**src/design/clkgen_pkg.sv**
```systemverilog
// package: register map, fields and reset values for the clock-generation control block
package clkgen_pkg;

  // ****************************************
  // register offsets
  // ****************************************
  localparam logic [11:0] PLL_CONTROL_OFF = 12'h000;
  localparam logic [11:0] MODE_CTRL_OFF   = 12'h004;
  localparam logic [11:0] STATUS_OFF      = 12'h008;
  localparam logic [11:0] NMI_COUNT_OFF   = 12'h00C;

  // ****************************************
  // pll_control_reg fields
  // ****************************************
  localparam int          PLL_ON_POS  = 0;
  localparam int          MULT_LSB    = 8;
  localparam int          DIV_LSB     = 16;
  localparam int          FACTOR_W    = 8;
  localparam logic [7:0]  MULT_RST    = 8'h01;
  localparam logic [7:0]  DIV_RST     = 8'h01;

  // ****************************************
  // mode and status fields
  // ****************************************
  localparam int          ABE_POS        = 0;
  localparam int          NMI_PEND_POS   = 0;
  localparam int          ALIGN_REF_POS  = 1;
  localparam int          PLL_ACT_POS    = 2;
  localparam int          ASYNC_ACT_POS  = 3;
  localparam int          NMI_CNT_W      = 16;

  // ****************************************
  // timing
  // ****************************************
  localparam int          SYNC_STAGES    = 2;
  localparam int          CLK_MHZ        = 20;
  localparam int          ASYNC_LIMIT_MHZ = 100;

  typedef enum logic [1:0] {
    CLK_DIV2   = 2'b00,
    CLK_LOOP   = 2'b01,
    CLK_BYPASS = 2'b10
  } clk_src_t;

endpackage

```
**src/design/core_clock_output_gen.sv**
```systemverilog
// core clock output generator: half-rate toggle or loop-derived clock
`timescale 1ns/10ps
module core_clock_output_gen (
  // clock and reset
  input  wire logic               pclk,
  input  wire logic               presetn,
  // control
  input  wire clkgen_pkg::clk_src_t src,
  input  wire logic [7:0]         mult,
  input  wire logic [7:0]         div,
  // output
  output logic                    clk_out
);
  import clkgen_pkg::*;

  // ****************************************
  // loop model: toggles every div/mult pclk cycles
  // ****************************************
  logic [7:0] cnt_r;
  logic [7:0] cnt_nxt;
  logic       tog_r;
  logic       tog_nxt;
  logic [7:0] period;

  always_comb begin
    period  = (mult == 8'h00) ? div : (div / mult);
    if (period == 8'h00) begin
      period = 8'h01;
    end
    cnt_nxt = cnt_r;
    tog_nxt = tog_r;
    case (src)
      CLK_DIV2: begin
        tog_nxt = ~tog_r;
        cnt_nxt = 8'h00;
      end
      CLK_LOOP, CLK_BYPASS: begin
        if (cnt_r + 8'h01 >= period) begin
          cnt_nxt = 8'h00;
          tog_nxt = ~tog_r;
        end else begin
          cnt_nxt = cnt_r + 8'h01;
        end
      end
      default: begin
        tog_nxt = ~tog_r;
        cnt_nxt = 8'h00;
      end
    endcase
  end

  always_ff @(posedge pclk or negedge presetn) begin
    if (!presetn) begin
      cnt_r <= 8'h00;
      tog_r <= 1'b0;
    end else begin
      cnt_r <= cnt_nxt;
      tog_r <= tog_nxt;
    end
  end

  assign clk_out = tog_r;
endmodule

```
**src/design/pll_clock_ctrl.sv**
```systemverilog
// clock-generation control: loop enable, clock output, arbitration mode, nmi sync
//
// Register access over APB and the register addresses are this design's own decisions.
`timescale 1ns/10ps
module pll_clock_ctrl (
  // clock and reset
  input  wire logic        pclk,
  input  wire logic        presetn,
  // apb slave
  input  wire logic        psel,
  input  wire logic        penable,
  input  wire logic        pwrite,
  input  wire logic [11:0] paddr,
  input  wire logic [31:0] pwdata,
  output logic [31:0]      prdata,
  output logic             pready,
  output logic             pslverr,
  // pins
  input  wire logic        pll_enable_strap,
  input  wire logic        nmi_n,
  input  wire logic        bus_busy_n,
  input  wire logic        bus_grant_n,
  // outputs
  output logic             core_clock_output,
  output logic             nmi_request,
  output logic             async_arb_mode,
  output logic             bus_busy_sync,
  output logic             bus_grant_sync
);
  import clkgen_pkg::*;

  // ****************************************
  // input synchronisers
  // ****************************************
  logic strap_s1_r, strap_s2_r;
  logic nmi_s1_r, nmi_s2_r, nmi_prev_r;
  logic bb_s1_r, bb_s2_r, bg_s1_r, bg_s2_r;
  logic run_r;

  // strap path runs under reset so its level is settled at release
  always_ff @(posedge pclk) begin
    strap_s1_r <= pll_enable_strap;
    strap_s2_r <= strap_s1_r;
  end

  always_ff @(posedge pclk or negedge presetn) begin
    if (!presetn) begin
      nmi_s1_r   <= 1'b1;
      nmi_s2_r   <= 1'b1;
      nmi_prev_r <= 1'b1;
      bb_s1_r    <= 1'b1;
      bb_s2_r    <= 1'b1;
      bg_s1_r    <= 1'b1;
      bg_s2_r    <= 1'b1;
    end else begin
      nmi_s1_r   <= nmi_n;
      nmi_s2_r   <= nmi_s1_r;
      nmi_prev_r <= nmi_s2_r;
      bb_s1_r    <= bus_busy_n;
      bb_s2_r    <= bb_s1_r;
      bg_s1_r    <= bus_grant_n;
      bg_s2_r    <= bg_s1_r;
    end
  end

  // ****************************************
  // control registers
  // ****************************************
  logic       pll_on_r, pll_on_nxt;
  logic       strap_taken_r, strap_taken_nxt;
  logic [7:0] mult_r, mult_nxt;
  logic [7:0] div_r, div_nxt;
  logic       abe_r, abe_nxt;
  logic       wr_en, rd_en;
  logic       addr_ok;

  function automatic logic known_addr(input logic [11:0] a);
    known_addr = (a == PLL_CONTROL_OFF) || (a == MODE_CTRL_OFF) ||
                 (a == STATUS_OFF) || (a == NMI_COUNT_OFF);
  endfunction

  assign addr_ok = known_addr(paddr);
  assign wr_en   = psel && penable && pwrite && addr_ok;
  assign rd_en   = psel && penable && !pwrite;

  always_comb begin
    pll_on_nxt      = pll_on_r;
    strap_taken_nxt = strap_taken_r;
    mult_nxt        = mult_r;
    div_nxt         = div_r;
    abe_nxt         = abe_r;
    if (!strap_taken_r) begin
      pll_on_nxt      = strap_s2_r;
      strap_taken_nxt = 1'b1;
    end else if (wr_en && paddr == PLL_CONTROL_OFF) begin
      pll_on_nxt = pwdata[PLL_ON_POS];
      mult_nxt   = pwdata[MULT_LSB +: FACTOR_W];
      div_nxt    = pwdata[DIV_LSB +: FACTOR_W];
    end
    if (wr_en && paddr == MODE_CTRL_OFF) begin
      abe_nxt = pwdata[ABE_POS];
    end
  end

  // loop enable cleared while reset holds, strap level caught in the first cycle after release
  always_ff @(posedge pclk or negedge presetn) begin
    if (!presetn) begin
      pll_on_r      <= 1'b0;
      strap_taken_r <= 1'b0;
      mult_r        <= MULT_RST;
      div_r         <= DIV_RST;
      abe_r         <= 1'b0;
      run_r         <= 1'b0;
    end else begin
      pll_on_r      <= pll_on_nxt;
      strap_taken_r <= strap_taken_nxt;
      mult_r        <= mult_nxt;
      div_r         <= div_nxt;
      abe_r         <= abe_nxt;
      run_r         <= strap_taken_r;
    end
  end

  // ****************************************
  // clock source selection
  // ****************************************
  clk_src_t src;
  logic     clk_raw;
  logic     aligned;

  always_comb begin
    aligned = 1'b0;
    if (!pll_on_r) begin
      src = CLK_DIV2;
    end else if (mult_r == 8'h01 && div_r == 8'h01) begin
      src     = CLK_BYPASS;
      aligned = 1'b1;
    end else begin
      src = CLK_LOOP;
    end
  end

  core_clock_output_gen u_core_clock_output (
    .pclk    (pclk),
    .presetn (presetn),
    .src     (src),
    .mult    (mult_r),
    .div     (div_r),
    .clk_out (clk_raw)
  );

  // ****************************************
  // nmi edge, arbitration, output flops
  // ****************************************
  logic        nmi_pend_r, nmi_pend_nxt;
  logic [15:0] nmi_cnt_r, nmi_cnt_nxt;
  logic        nmi_fall;
  logic        nmi_clr;
  logic        clk_out_nxt;
  logic        nmi_req_nxt;
  logic        async_nxt;
  logic        busy_nxt;
  logic        grant_nxt;

  assign nmi_fall = run_r && nmi_prev_r && !nmi_s2_r;
  assign nmi_clr  = wr_en && paddr == STATUS_OFF && pwdata[NMI_PEND_POS];

  always_comb begin
    nmi_pend_nxt = nmi_pend_r;
    nmi_cnt_nxt  = nmi_cnt_r;
    if (nmi_clr) begin
      nmi_pend_nxt = 1'b0;
    end
    if (nmi_fall) begin
      nmi_pend_nxt = 1'b1;
      nmi_cnt_nxt  = nmi_cnt_r + 16'h0001;
    end
    clk_out_nxt = clk_raw;
    nmi_req_nxt = nmi_fall;
    async_nxt   = abe_r;
    busy_nxt    = bus_busy_sync;
    grant_nxt   = bus_grant_sync;
    // async mode passes the pins through the two-stage synchroniser and the output flop only
    if (abe_r || core_clock_output) begin
      busy_nxt  = bb_s2_r;
      grant_nxt = bg_s2_r;
    end
  end

  always_ff @(posedge pclk or negedge presetn) begin
    if (!presetn) begin
      nmi_pend_r        <= 1'b0;
      nmi_cnt_r         <= 16'h0000;
      core_clock_output <= 1'b0;
      nmi_request       <= 1'b0;
      async_arb_mode    <= 1'b0;
      bus_busy_sync     <= 1'b1;
      bus_grant_sync    <= 1'b1;
    end else begin
      nmi_pend_r        <= nmi_pend_nxt;
      nmi_cnt_r         <= nmi_cnt_nxt;
      core_clock_output <= clk_out_nxt;
      nmi_request       <= nmi_req_nxt;
      async_arb_mode    <= async_nxt;
      bus_busy_sync     <= busy_nxt;
      bus_grant_sync    <= grant_nxt;
    end
  end

  // ****************************************
  // apb read and answer
  // ****************************************
  logic [31:0] rd_nxt;

  always_comb begin
    rd_nxt = 32'h0000_0000;
    case (paddr)
      PLL_CONTROL_OFF: begin
        rd_nxt[PLL_ON_POS]              = pll_on_r;
        rd_nxt[MULT_LSB +: FACTOR_W]    = mult_r;
        rd_nxt[DIV_LSB +: FACTOR_W]     = div_r;
      end
      MODE_CTRL_OFF: begin
        rd_nxt[ABE_POS] = abe_r;
      end
      STATUS_OFF: begin
        rd_nxt[NMI_PEND_POS]  = nmi_pend_r;
        rd_nxt[ALIGN_REF_POS] = aligned;
        rd_nxt[PLL_ACT_POS]   = pll_on_r;
        rd_nxt[ASYNC_ACT_POS] = abe_r;
      end
      NMI_COUNT_OFF: begin
        rd_nxt[NMI_CNT_W-1:0] = nmi_cnt_r;
      end
      default: begin
        rd_nxt = 32'h0000_0000;
      end
    endcase
  end

  logic [31:0] prdata_nxt;
  logic        pready_nxt;
  logic        pslverr_nxt;

  // read data caught in setup, held through access, then cleared
  always_comb begin
    prdata_nxt = 32'h0000_0000;
    if (psel && !penable && !pwrite) begin
      prdata_nxt = rd_nxt;
    end else if (rd_en) begin
      prdata_nxt = prdata;
    end
    pready_nxt  = psel && !penable;
    pslverr_nxt = pready_nxt && !addr_ok;
  end

  // zero wait states: pready high throughout access phase
  always_ff @(posedge pclk or negedge presetn) begin
    if (!presetn) begin
      prdata  <= 32'h0000_0000;
      pready  <= 1'b0;
      pslverr <= 1'b0;
    end else begin
      prdata  <= prdata_nxt;
      pready  <= pready_nxt;
      pslverr <= pslverr_nxt;
    end
  end

endmodule

```
**config.mk**
```make
export PLATFORM = sky130hd
export DESIGN_NAME = pll_clock_ctrl
export DESIGN_NICKNAME = d
export VERILOG_FILES = /design/src/design/clkgen_pkg.sv /design/src/design/core_clock_output_gen.sv /design/src/design/pll_clock_ctrl.sv
export SDC_FILE = /design/constraint.sdc
export NUM_CORES = 1
export LEC_CHECK = 0
export ABC_AREA = 1
export BUFFER_PORTS_ARGS = -buffer_cell sky130_fd_sc_hd__buf_2
export CAP_MARGIN = 20
export CORE_MARGIN = 5
export CORE_UTILIZATION = 52
export DETAILED_ROUTE_END_ITERATION = 6
export PLACE_DENSITY = 0.83
export SETUP_SLACK_MARGIN = 0.1
export SLEW_MARGIN = 20
export SYNTH_ARGS = -nofsm -noshare
export SYNTH_HDL_FRONTEND = slang
export SYNTH_SLANG_ARGS = --single-unit
export TNS_END_PERCENT = 50
```
**constraint.sdc**
```tcl
create_clock -name pclk -period 8.9 [get_ports pclk]
set_clock_uncertainty 0.05 [all_clocks]
set_input_delay 0.89 -clock pclk [delete_from_list [all_inputs] [get_ports pclk]]
set_output_delay 0.89 -clock pclk [all_outputs]
set_load 0.005 [all_outputs]
```
# ---- Word-level counts from Yosys, hierarchy flattened
# Cells that the tools add are included.
dict set report totals {
  reg_bits 94
  input_bits 53
  wordCells 91
}
dict set report op_classes {
  n_addsub 2
  n_div 1
  n_lt_le_gt_ge 1
  n_eq_ne 10
  n_mux 21
  bitwise 1
  n_reduce_logical 28
}
# op n
set op_table {}
lappend op_table {{32-bit 2-to-1 mux} 2}
lappend op_table {{8-bit 2-to-1 mux} 5}
lappend op_table {{12-bit by 4-bit equality test with 1-bit output, second input constant} 2}
lappend op_table {{16-bit by 1-bit adder with 16-bit output, second input constant} 1}
lappend op_table {{8-bit by 1-bit equality test with 1-bit output, second input constant} 2}
lappend op_table {{8-bit zero test} 2}
lappend op_table {{8-bit case mux with 2 select lines} 1}
lappend op_table {{1-bit logical AND} 14}
lappend op_table {{12-bit by 3-bit equality test with 1-bit output, second input constant} 1}
lappend op_table {{12-bit zero test} 1}
lappend op_table {{8-bit by 1-bit adder with 8-bit output, second input constant} 1}
lappend op_table {{8-bit by 8-bit divider with 8-bit output} 1}
lappend op_table {{8-bit >= comparator} 1}
lappend op_table {{1-bit 2-to-1 mux} 8}
lappend op_table {{2-bit by 1-bit != test with 1-bit output, second input constant} 3}
lappend op_table {{3-bit case mux with 2 select lines} 1}
lappend op_table {{1-bit zero test} 4}
lappend op_table {{1-bit logical OR} 4}
lappend op_table {{2-bit 2-to-1 mux} 2}
lappend op_table {{4-bit 2-to-1 mux} 1}
lappend op_table {{1-bit case mux with 4 select lines} 1}
lappend op_table {{2-bit by 1-bit equality test with 1-bit output, second input constant} 1}
lappend op_table {{2-bit equality test, second input constant} 1}
lappend op_table {{2-bit AND reduction} 1}
lappend op_table {{other kinds (3)} 3}

# ---- Depth between registers and ports, before layout
dict set report logic_depth {
  depth_word 9
  depth_mapped 75
  mapped_depth_nobuf 75
}

# ---- Modules after synthesis
# A second synthesis with hierarchy kept.
dict set report unflattened {
  cells_unflattened 781
  hier_area_um2 5952.0
}
# module n_inst cells_each area_per_inst_um2 seq_area_each_um2
set by_module_without_submodules {}
lappend by_module_without_submodules {pll_clock_ctrl 1 405 3510.9 1930.6}
lappend by_module_without_submodules {core_clock_output_gen 1 376 2441.1 225.2}

# ---- Least setup slack after synthesis
# OpenSTA, ideal clock, no wires.
dict set report synth_timing {
  path_kind {reg-to-reg}
  from {register mult_r[0]}
  to {register u_core_clock_output.tog_r (netlist: u_core_clock_output.clk_out)}
  setup_time_ns 0.134
  t_arrival_ns 9.061
  required_ns 8.716
  slack_ns -0.346
  stages_incl_launch_ff 69
  synth_period_minus_slack_ns 9.246
  path_cell_list {dfstp_2 -> inv_1 -> ha_1 -> o21ai_0 -> inv_1 -> nand3_1 -> nand2_1 -> ha_1 -> o21ai_0 -> nand2_1 -> nand2_2 -> clkinv_1 -> nand2_1 -> nand2_1 -> ha_1 -> a21oi_1 -> nand2_1 -> nand2_1 -> [33 not listed] -> nand3_1 -> nand2_1 -> ha_1 -> nand2_1 -> nor2_1 -> nand4_1 -> nand4_1 -> o21ai_0 -> nand2_1 -> ha_1 -> inv_1 -> a21oi_1 -> o21ai_0 -> nand2_1 -> o211ai_1 -> a21oi_1 -> nand2_1 -> xor2_1}
}
dict set report synth_via {
  elab_chain_len 7
}
# item line
set synth_rtl {}
lappend synth_rtl {{start, declared} pll_clock_ctrl.sv:71} ;# logic [7:0] mult_r, mult_nxt;
lappend synth_rtl {{start signal, assigned} pll_clock_ctrl.sv:117} ;# mult_r <= mult_nxt;
lappend synth_rtl {{branches (longest 7 deep; another with 8-bit by 8-bit divider with 8-bit output)} --}
lappend synth_rtl {{end signal, assigned} core_clock_output_gen.sv:58} ;# tog_r <= tog_nxt;
lappend synth_rtl {{end, declared} core_clock_output_gen.sv:21} ;# logic tog_r;
# Several ways; the timed one is not identified.
# A chain may end at the register's enable or synchronous reset.

# ---- Final worst setup path
dict set report layout_timing {
  from {register mult_r[0]}
  to {register u_core_clock_output.cnt_r[2]}
}
dict set report layout_via {
  elab_chain_len 7
}
# item line
set layout_rtl {}
lappend layout_rtl {{8-bit by 8-bit divider with 8-bit output (tied with other cells)} core_clock_output_gen.sv:26} ;# period = (mult == 8'h00) ? div : (div / mult);
lappend layout_rtl {{8-bit 2-to-1 mux or 1-bit logical AND (tied branches)} {core_clock_output_gen.sv:26, pll_clock_ctrl.sv:135}}
lappend layout_rtl {{8-bit zero test or 2-bit 2-to-1 mux (tied branches)} {core_clock_output_gen.sv:27, pll_clock_ctrl.sv:135}}
lappend layout_rtl {{8-bit 2-to-1 mux or 2-bit 2-to-1 mux (tied branches)} {core_clock_output_gen.sv:27, pll_clock_ctrl.sv:133}}
lappend layout_rtl {{8-bit >= comparator (tied with other cells)} core_clock_output_gen.sv:38} ;# if (cnt_r + 8'h01 >= period) begin
lappend layout_rtl {{8-bit 2-to-1 mux or 2-bit OR reduction (tied branches)} {core_clock_output_gen.sv:38, core_clock_output_gen.sv:32}}
lappend layout_rtl {{8-bit 2-to-1 mux *} core_clock_output_gen.sv:32} ;# case (src)
lappend layout_rtl {{via u_core_clock_output.cnt_nxt[2]} core_clock_output_gen.sv:20} ;# logic [7:0] cnt_nxt;
lappend layout_rtl {{end signal, assigned} core_clock_output_gen.sv:57} ;# cnt_r <= cnt_nxt;
lappend layout_rtl {{end, declared} core_clock_output_gen.sv:19} ;# logic [7:0] cnt_r;
# Mark *: on every way through the listed nets, which the timed path passes. The rest lies on a longest branch.

==> metrics.txt <==
# TYPE chip_impl_metric gauge
chip_impl_metric{name="design_area",unit="sq mm"} 0.00828
chip_impl_metric{name="synthXorXnorAreaFrac",unit=""} 0.0482
chip_impl_metric{name="cellInternalPower",unit="mW"} 0.540
chip_impl_metric{name="dr.pass1.iters",unit=""} 5
chip_impl_metric{name="ys_ff_latch",unit=""} 86
chip_impl_metric{name="sw_frac",unit=""} 0.277
chip_impl_metric{name="synthesis.yosys.warnings",unit=""} 0
chip_impl_metric{name="cp.required",unit="ns"} 9.13
chip_impl_metric{name="powerDensity",unit="mW/mm^2"} 90.2
chip_impl_metric{name="via_per_inst",unit=""} 5.97
chip_impl_metric{name="routedWlPerCell",unit="um"} 20.3
chip_impl_metric{name="io_buffers",unit=""} 68
chip_impl_metric{name="share_of_synthesized_flip_flops_with_an_asynchronous_set_or_reset",unit=""} 0.977
chip_impl_metric{name="placement.cell_area",unit="sq mm"} 0.00671
chip_impl_metric{name="synthMuxAreaShare",unit=""} 0.00400
chip_impl_metric{name="grt_antenna_before_repair",unit=""} 0
chip_impl_metric{name="synth_cell_type_count",unit=""} 57
chip_impl_info{name="startpoint_type",value="flop"} 1
chip_impl_metric{name="dp_cells",unit=""} 948
chip_impl_metric{name="layout.filler_cells",unit=""} 657
chip_impl_metric{name="cts_max_level",unit=""} 3
chip_impl_metric{name="clk_lat_worst_skew",unit="ns"} 0.40
chip_impl_metric{name="die-area",unit="sq mm"} 0.0130
chip_impl_metric{name="fmax",unit="MHz"} 99.6
chip_impl_metric{name="path_clk_slew",unit="ns"} 0.11
chip_impl_metric{name="post_route_antenna_net_violation_count",unit=""} 0
chip_impl_info{name="violations",value="negative setup slack"} 1
chip_impl_metric{name="post_synth_instance_area",unit="sq mm"} 0.00563
chip_impl_info{name="clock-root-buffer",value="sky130_fd_sc_hd__clkbuf_8"} 1
chip_impl_metric{name="seqPwrFrac",unit=""} 0.558
chip_impl_metric{name="max_stage_delay",unit="ns"} 0.58
chip_impl_metric{name="antenna_cells",unit=""} 0
chip_impl_metric{name="hold_viol_final",unit=""} 0
chip_impl_metric{name="final_layout_size_suffix_gt1_frac",unit=""} 0.459
chip_impl_metric{name="synth-adder-area-share",unit=""} 0.107
chip_impl_info{name="cts_tree",value="done"} 1
chip_impl_metric{name="grt_start_max_net_pins",unit=""} 85
chip_impl_metric{name="worst_slew_pin_slew",unit="ns"} 0.766
chip_impl_metric{name="first_global_vias",unit=""} 6046
chip_impl_metric{name="cell_count_after_synthesis",unit=""} 683
chip_impl_metric{name="synth-compound-area-share",unit=""} 0.131
chip_impl_info{name="postSynth.topFlopCell",value="sky130_fd_sc_hd__dfrtp_1"} 1
chip_impl_metric{name="drt_first_iter_violations",unit=""} 599
chip_impl_info{name="highest_metal_layer_used_by_the_detailed_router",value="met4"} 1
chip_impl_metric{name="finalNetCount",unit=""} 970
chip_impl_metric{name="ir_drop",unit="uV"} 91.5
chip_impl_metric{name="arrival",unit="ns"} 10.27
chip_impl_metric{name="simple_gate_share_of_the_synthesized_area",unit=""} 0.241
chip_impl_metric{name="clockBufferDepth",unit=""} 2
chip_impl_info{name="combinational_family_with_the_most_area_after_synthesis",value="simple AND/OR/NAND/NOR gates"} 1
chip_impl_metric{name="seq_area_frac_synth",unit=""} 0.383
chip_impl_metric{name="r2r_slack",unit="ns"} -1.14
chip_impl_info{name="hp-class",value="flop to flop"} 1
chip_impl_metric{name="drv_slew",unit=""} 0
chip_impl_metric{name="ios",unit=""} 92
chip_impl_metric{name="final_layout_worst_hold_slack",unit="ns"} 0.295
chip_impl_info{name="rsz_0062_raised_after_global_routing",value="yes"} 1
chip_impl_metric{name="min_period",unit="ns"} 10.04
chip_impl_metric{name="routed_met1_length",unit="um"} 7150
chip_impl_metric{name="globalRoute.totalOverflow",unit=""} 0
chip_impl_metric{name="portion_of_total_power_attributed_to_combinational_logic",unit=""} 0.061
chip_impl_info{name="worst_path_max_delay_cell",value="sky130_fd_sc_hd__dfstp_2"} 1
chip_impl_metric{name="setup_violations",unit=""} 9
chip_impl_metric{name="post_synth_edffs",unit=""} 0
chip_impl_info{name="end_kind",value="flop"} 1
chip_impl_metric{name="avgSynthCellArea",unit="sq um"} 8.25
chip_impl_info{name="critPathKind",value="flop to flop"} 1
chip_impl_metric{name="cts_hold_buffers",unit=""} 0
chip_impl_metric{name="net-switching-power",unit="mW"} 0.207
chip_impl_metric{name="drc_violation_count_after_routing",unit=""} 0
chip_impl_metric{name="placeableCoreArea",unit="sq mm"} 0.0107
chip_impl_metric{name="maxCapViolations",unit=""} 0
chip_impl_metric{name="route.met2.wl",unit="um"} 10300
chip_impl_metric{name="cts.sink_count",unit=""} 86
chip_impl_metric{name="fp.dieH",unit="um"} 114
chip_impl_metric{name="instances_no_fill",unit=""} 1014
chip_impl_metric{name="global_routing_usage_summed_across_all_routing_layers",unit=""} 0.278
chip_impl_metric{name="crit_path_max_fanout",unit=""} 8
chip_impl_metric{name="p_leak",unit="nW"} 4.10
chip_impl_metric{name="detailroute.wirelength.met3",unit="um"} 1620
chip_impl_metric{name="tritoncts.num_buffers",unit=""} 9
chip_impl_info{name="critical_path.most_common_cell",value="sky130_fd_sc_hd__nand2_2"} 1
chip_impl_metric{name="grt_first_pass_wirelength",unit="um"} 28700
chip_impl_metric{name="layout_setup_ws",unit="ns"} -1.14
chip_impl_metric{name="timing.final.crit_share",unit=""} 1.13
chip_impl_metric{name="placementRows",unit=""} 38
chip_impl_metric{name="detailroute.via_count",unit=""} 6055
chip_impl_metric{name="starting_density",unit=""} 0.524
chip_impl_metric{name="relSlewSlack",unit=""} 0.489
chip_impl_metric{name="routed_wl",unit="um"} 20600
chip_impl_metric{name="globalplace.congestion",unit=""} 0.969
chip_impl_metric{name="dp_hpwl",unit="um"} 11200
chip_impl_metric{name="area_growth",unit="%"} 47.1
chip_impl_info{name="outcome",value="finished with violations"} 1
chip_impl_metric{name="fraction_of_power_consumed_by_the_clock_network",unit=""} 0.381
chip_impl_metric{name="fp.dieW",unit="um"} 114
## power by group through the flow
stage	Combinational (mW)	Clock, mW	Sequential [mW]
floorplan	0.0245	0	0.421
global placement	0.0421	0	0.423
detailed placement	0.0451	0	0.424
CTS	0.0454	0.280	0.416
global route	0.0526	0.302	0.418
finish	0.0456	0.284	0.417
## layout make-up
| type | instances | area [sq um] | area share |
|---|---|---|---|
| Clock buffer | 11 | 151 | 0.0183 |
| Clock inverter | 5 | 38.8 | 0.00468 |
| Inverter | 94 | 399 | 0.0482 |
| Multi-Input combinational cell | 491 | 4060 | 0.490 |
| Sequential cell | 86 | 2160 | 0.260 |
| Tap cell | 140 | 175 | 0.0212 |
| Timing Repair Buffer | 187 | 1300 | 0.157 |
## registers in the layout, summed over array words and instances (netlist names), 8 cells and up
name	count
prdata	24
nmi_cnt_r	16
u_core_clock_output.cnt_r	8
mult_r	8
div_r	8
## metal layers
layer / global-route usage / up-vias
met5: 0 / -
met4: 0.151 / 0
met3: 0.0518 / 169
met2: 0.500 / 378
met1: 0.310 / 2881
li1: - / 2627
## critical path: cells and delay by family (launching register included)
family,cells,cell delay (ns)
buffers and inverters,18,2.15
and+or+nand+nor,34,3.38
DFF,1,0.58
AOI/OAI and AO/OA,14,1.72
adders and majority gates,8,1.97
## cells by family after synthesis
group,after synthesis
buf+inv,113
xor+xnor,31
fa+ha+maj,48
other cells,2
flops,86
mux,2
simple gates,280
compound gates,121
## cells in the mapped netlist (3+ instances only)
| cell type | count | area, sq um |
|---|---|---|
| sky130_fd_sc_hd__nor2_2 | 3 | 18.8 |
| sky130_fd_sc_hd__nand4_1 | 8 | 50.1 |
| sky130_fd_sc_hd__nor3_2 | 4 | 40.0 |
| sky130_fd_sc_hd__nor3_1 | 10 | 50.1 |
| sky130_fd_sc_hd__buf_4 | 8 | 60.1 |
| sky130_fd_sc_hd__clkbuf_1 | 6 | 22.5 |
| sky130_fd_sc_hd__a32o_1 | 4 | 40.0 |
| sky130_fd_sc_hd__a22o_1 | 10 | 87.6 |
| sky130_fd_sc_hd__o21ai_2 | 4 | 35.0 |
| sky130_fd_sc_hd__and2_1 | 6 | 37.5 |
| sky130_fd_sc_hd__xnor2_1 | 3 | 26.3 |
| sky130_fd_sc_hd__o22ai_1 | 7 | 43.8 |
| sky130_fd_sc_hd__inv_2 | 3 | 11.3 |
| sky130_fd_sc_hd__nor2_1 | 58 | 218 |
| sky130_fd_sc_hd__nand3_2 | 4 | 40.0 |
| sky130_fd_sc_hd__nand3b_1 | 3 | 22.5 |
| sky130_fd_sc_hd__nand2_2 | 6 | 37.5 |
| sky130_fd_sc_hd__nand3_1 | 37 | 185 |
| sky130_fd_sc_hd__ha_1 | 48 | 601 |
| sky130_fd_sc_hd__dfrtp_1 | 73 | 1830 |
| sky130_fd_sc_hd__or2_2 | 4 | 25.0 |
| sky130_fd_sc_hd__o21ai_0 | 31 | 155 |
| sky130_fd_sc_hd__o31ai_1 | 8 | 60.1 |
| sky130_fd_sc_hd__nor4_1 | 4 | 25.0 |
| sky130_fd_sc_hd__xor2_1 | 28 | 245 |
| sky130_fd_sc_hd__o21ai_1 | 6 | 30.0 |
| sky130_fd_sc_hd__nand2_1 | 120 | 450 |
| sky130_fd_sc_hd__dfstp_2 | 11 | 289 |
| sky130_fd_sc_hd__a21oi_1 | 41 | 205 |
| sky130_fd_sc_hd__inv_1 | 87 | 327 |
## cell usage in the layout (no fill, tap or decap), drive strengths merged, types with 3 or more instances in the layout
cell type | Yosys | layout
inv | 91 | 92
conb | 2 | 9
xor2 | 28 | 28
nor3 | 15 | 15
dfstp | 11 | 11
clkbuf | 6 | 11
a22o | 10 | 10
nor4 | 5 | 5
a21oi | 42 | 42
clkinv | 3 | 5
or2 | 6 | 6
dfrtp | 73 | 73
nor2 | 64 | 64
nand3 | 42 | 42
xnor2 | 3 | 3
nand4 | 9 | 9
o22ai | 7 | 7
nand2 | 127 | 127
o31ai | 8 | 8
buf | 13 | 187
ha | 48 | 48
o21ai | 41 | 41
nand3b | 3 | 3
and2 | 6 | 6
a32o | 4 | 4
## final timing paths
path,endpoint,cells after the start,from
hold reg to reg,strap_s2_r,0,strap_s1_r
setup reg to reg,u_core_clock_output.cnt_r[2],74,mult_r[0]
min in group asynchronous,nmi_cnt_r[3],1,presetn
setup / recovery,u_core_clock_output.cnt_r[2],74,mult_r[0]
max in group asynchronous,u_core_clock_output.clk_out,1,presetn
hold / removal,strap_s2_r,0,strap_s1_r
## timing repair
| item | 4_1_cts | 5_1_grt |
|---|---|---|
| buffers inserted | 40 | 10 |
| pin swaps | 67 | 65 |
| setup endpoints to repair | 9 | 9 |
| resized for setup | 131 | 83 |
## stage by stage
stage	total power, mW	setup WS, ns	utilization	setup TNS, ns
floorplan	0.445	0.105	-	0
global placement	0.465	-0.540	0.625	-3.93
detailed placement	0.469	-0.927	0.625	-7.60
CTS	0.741	-0.398	0.724	-3.47
global route	0.773	-1.43	0.771	-12.68
finish	0.747	-1.14	0.771	-10.09
(Power assumes the default switching activity.)
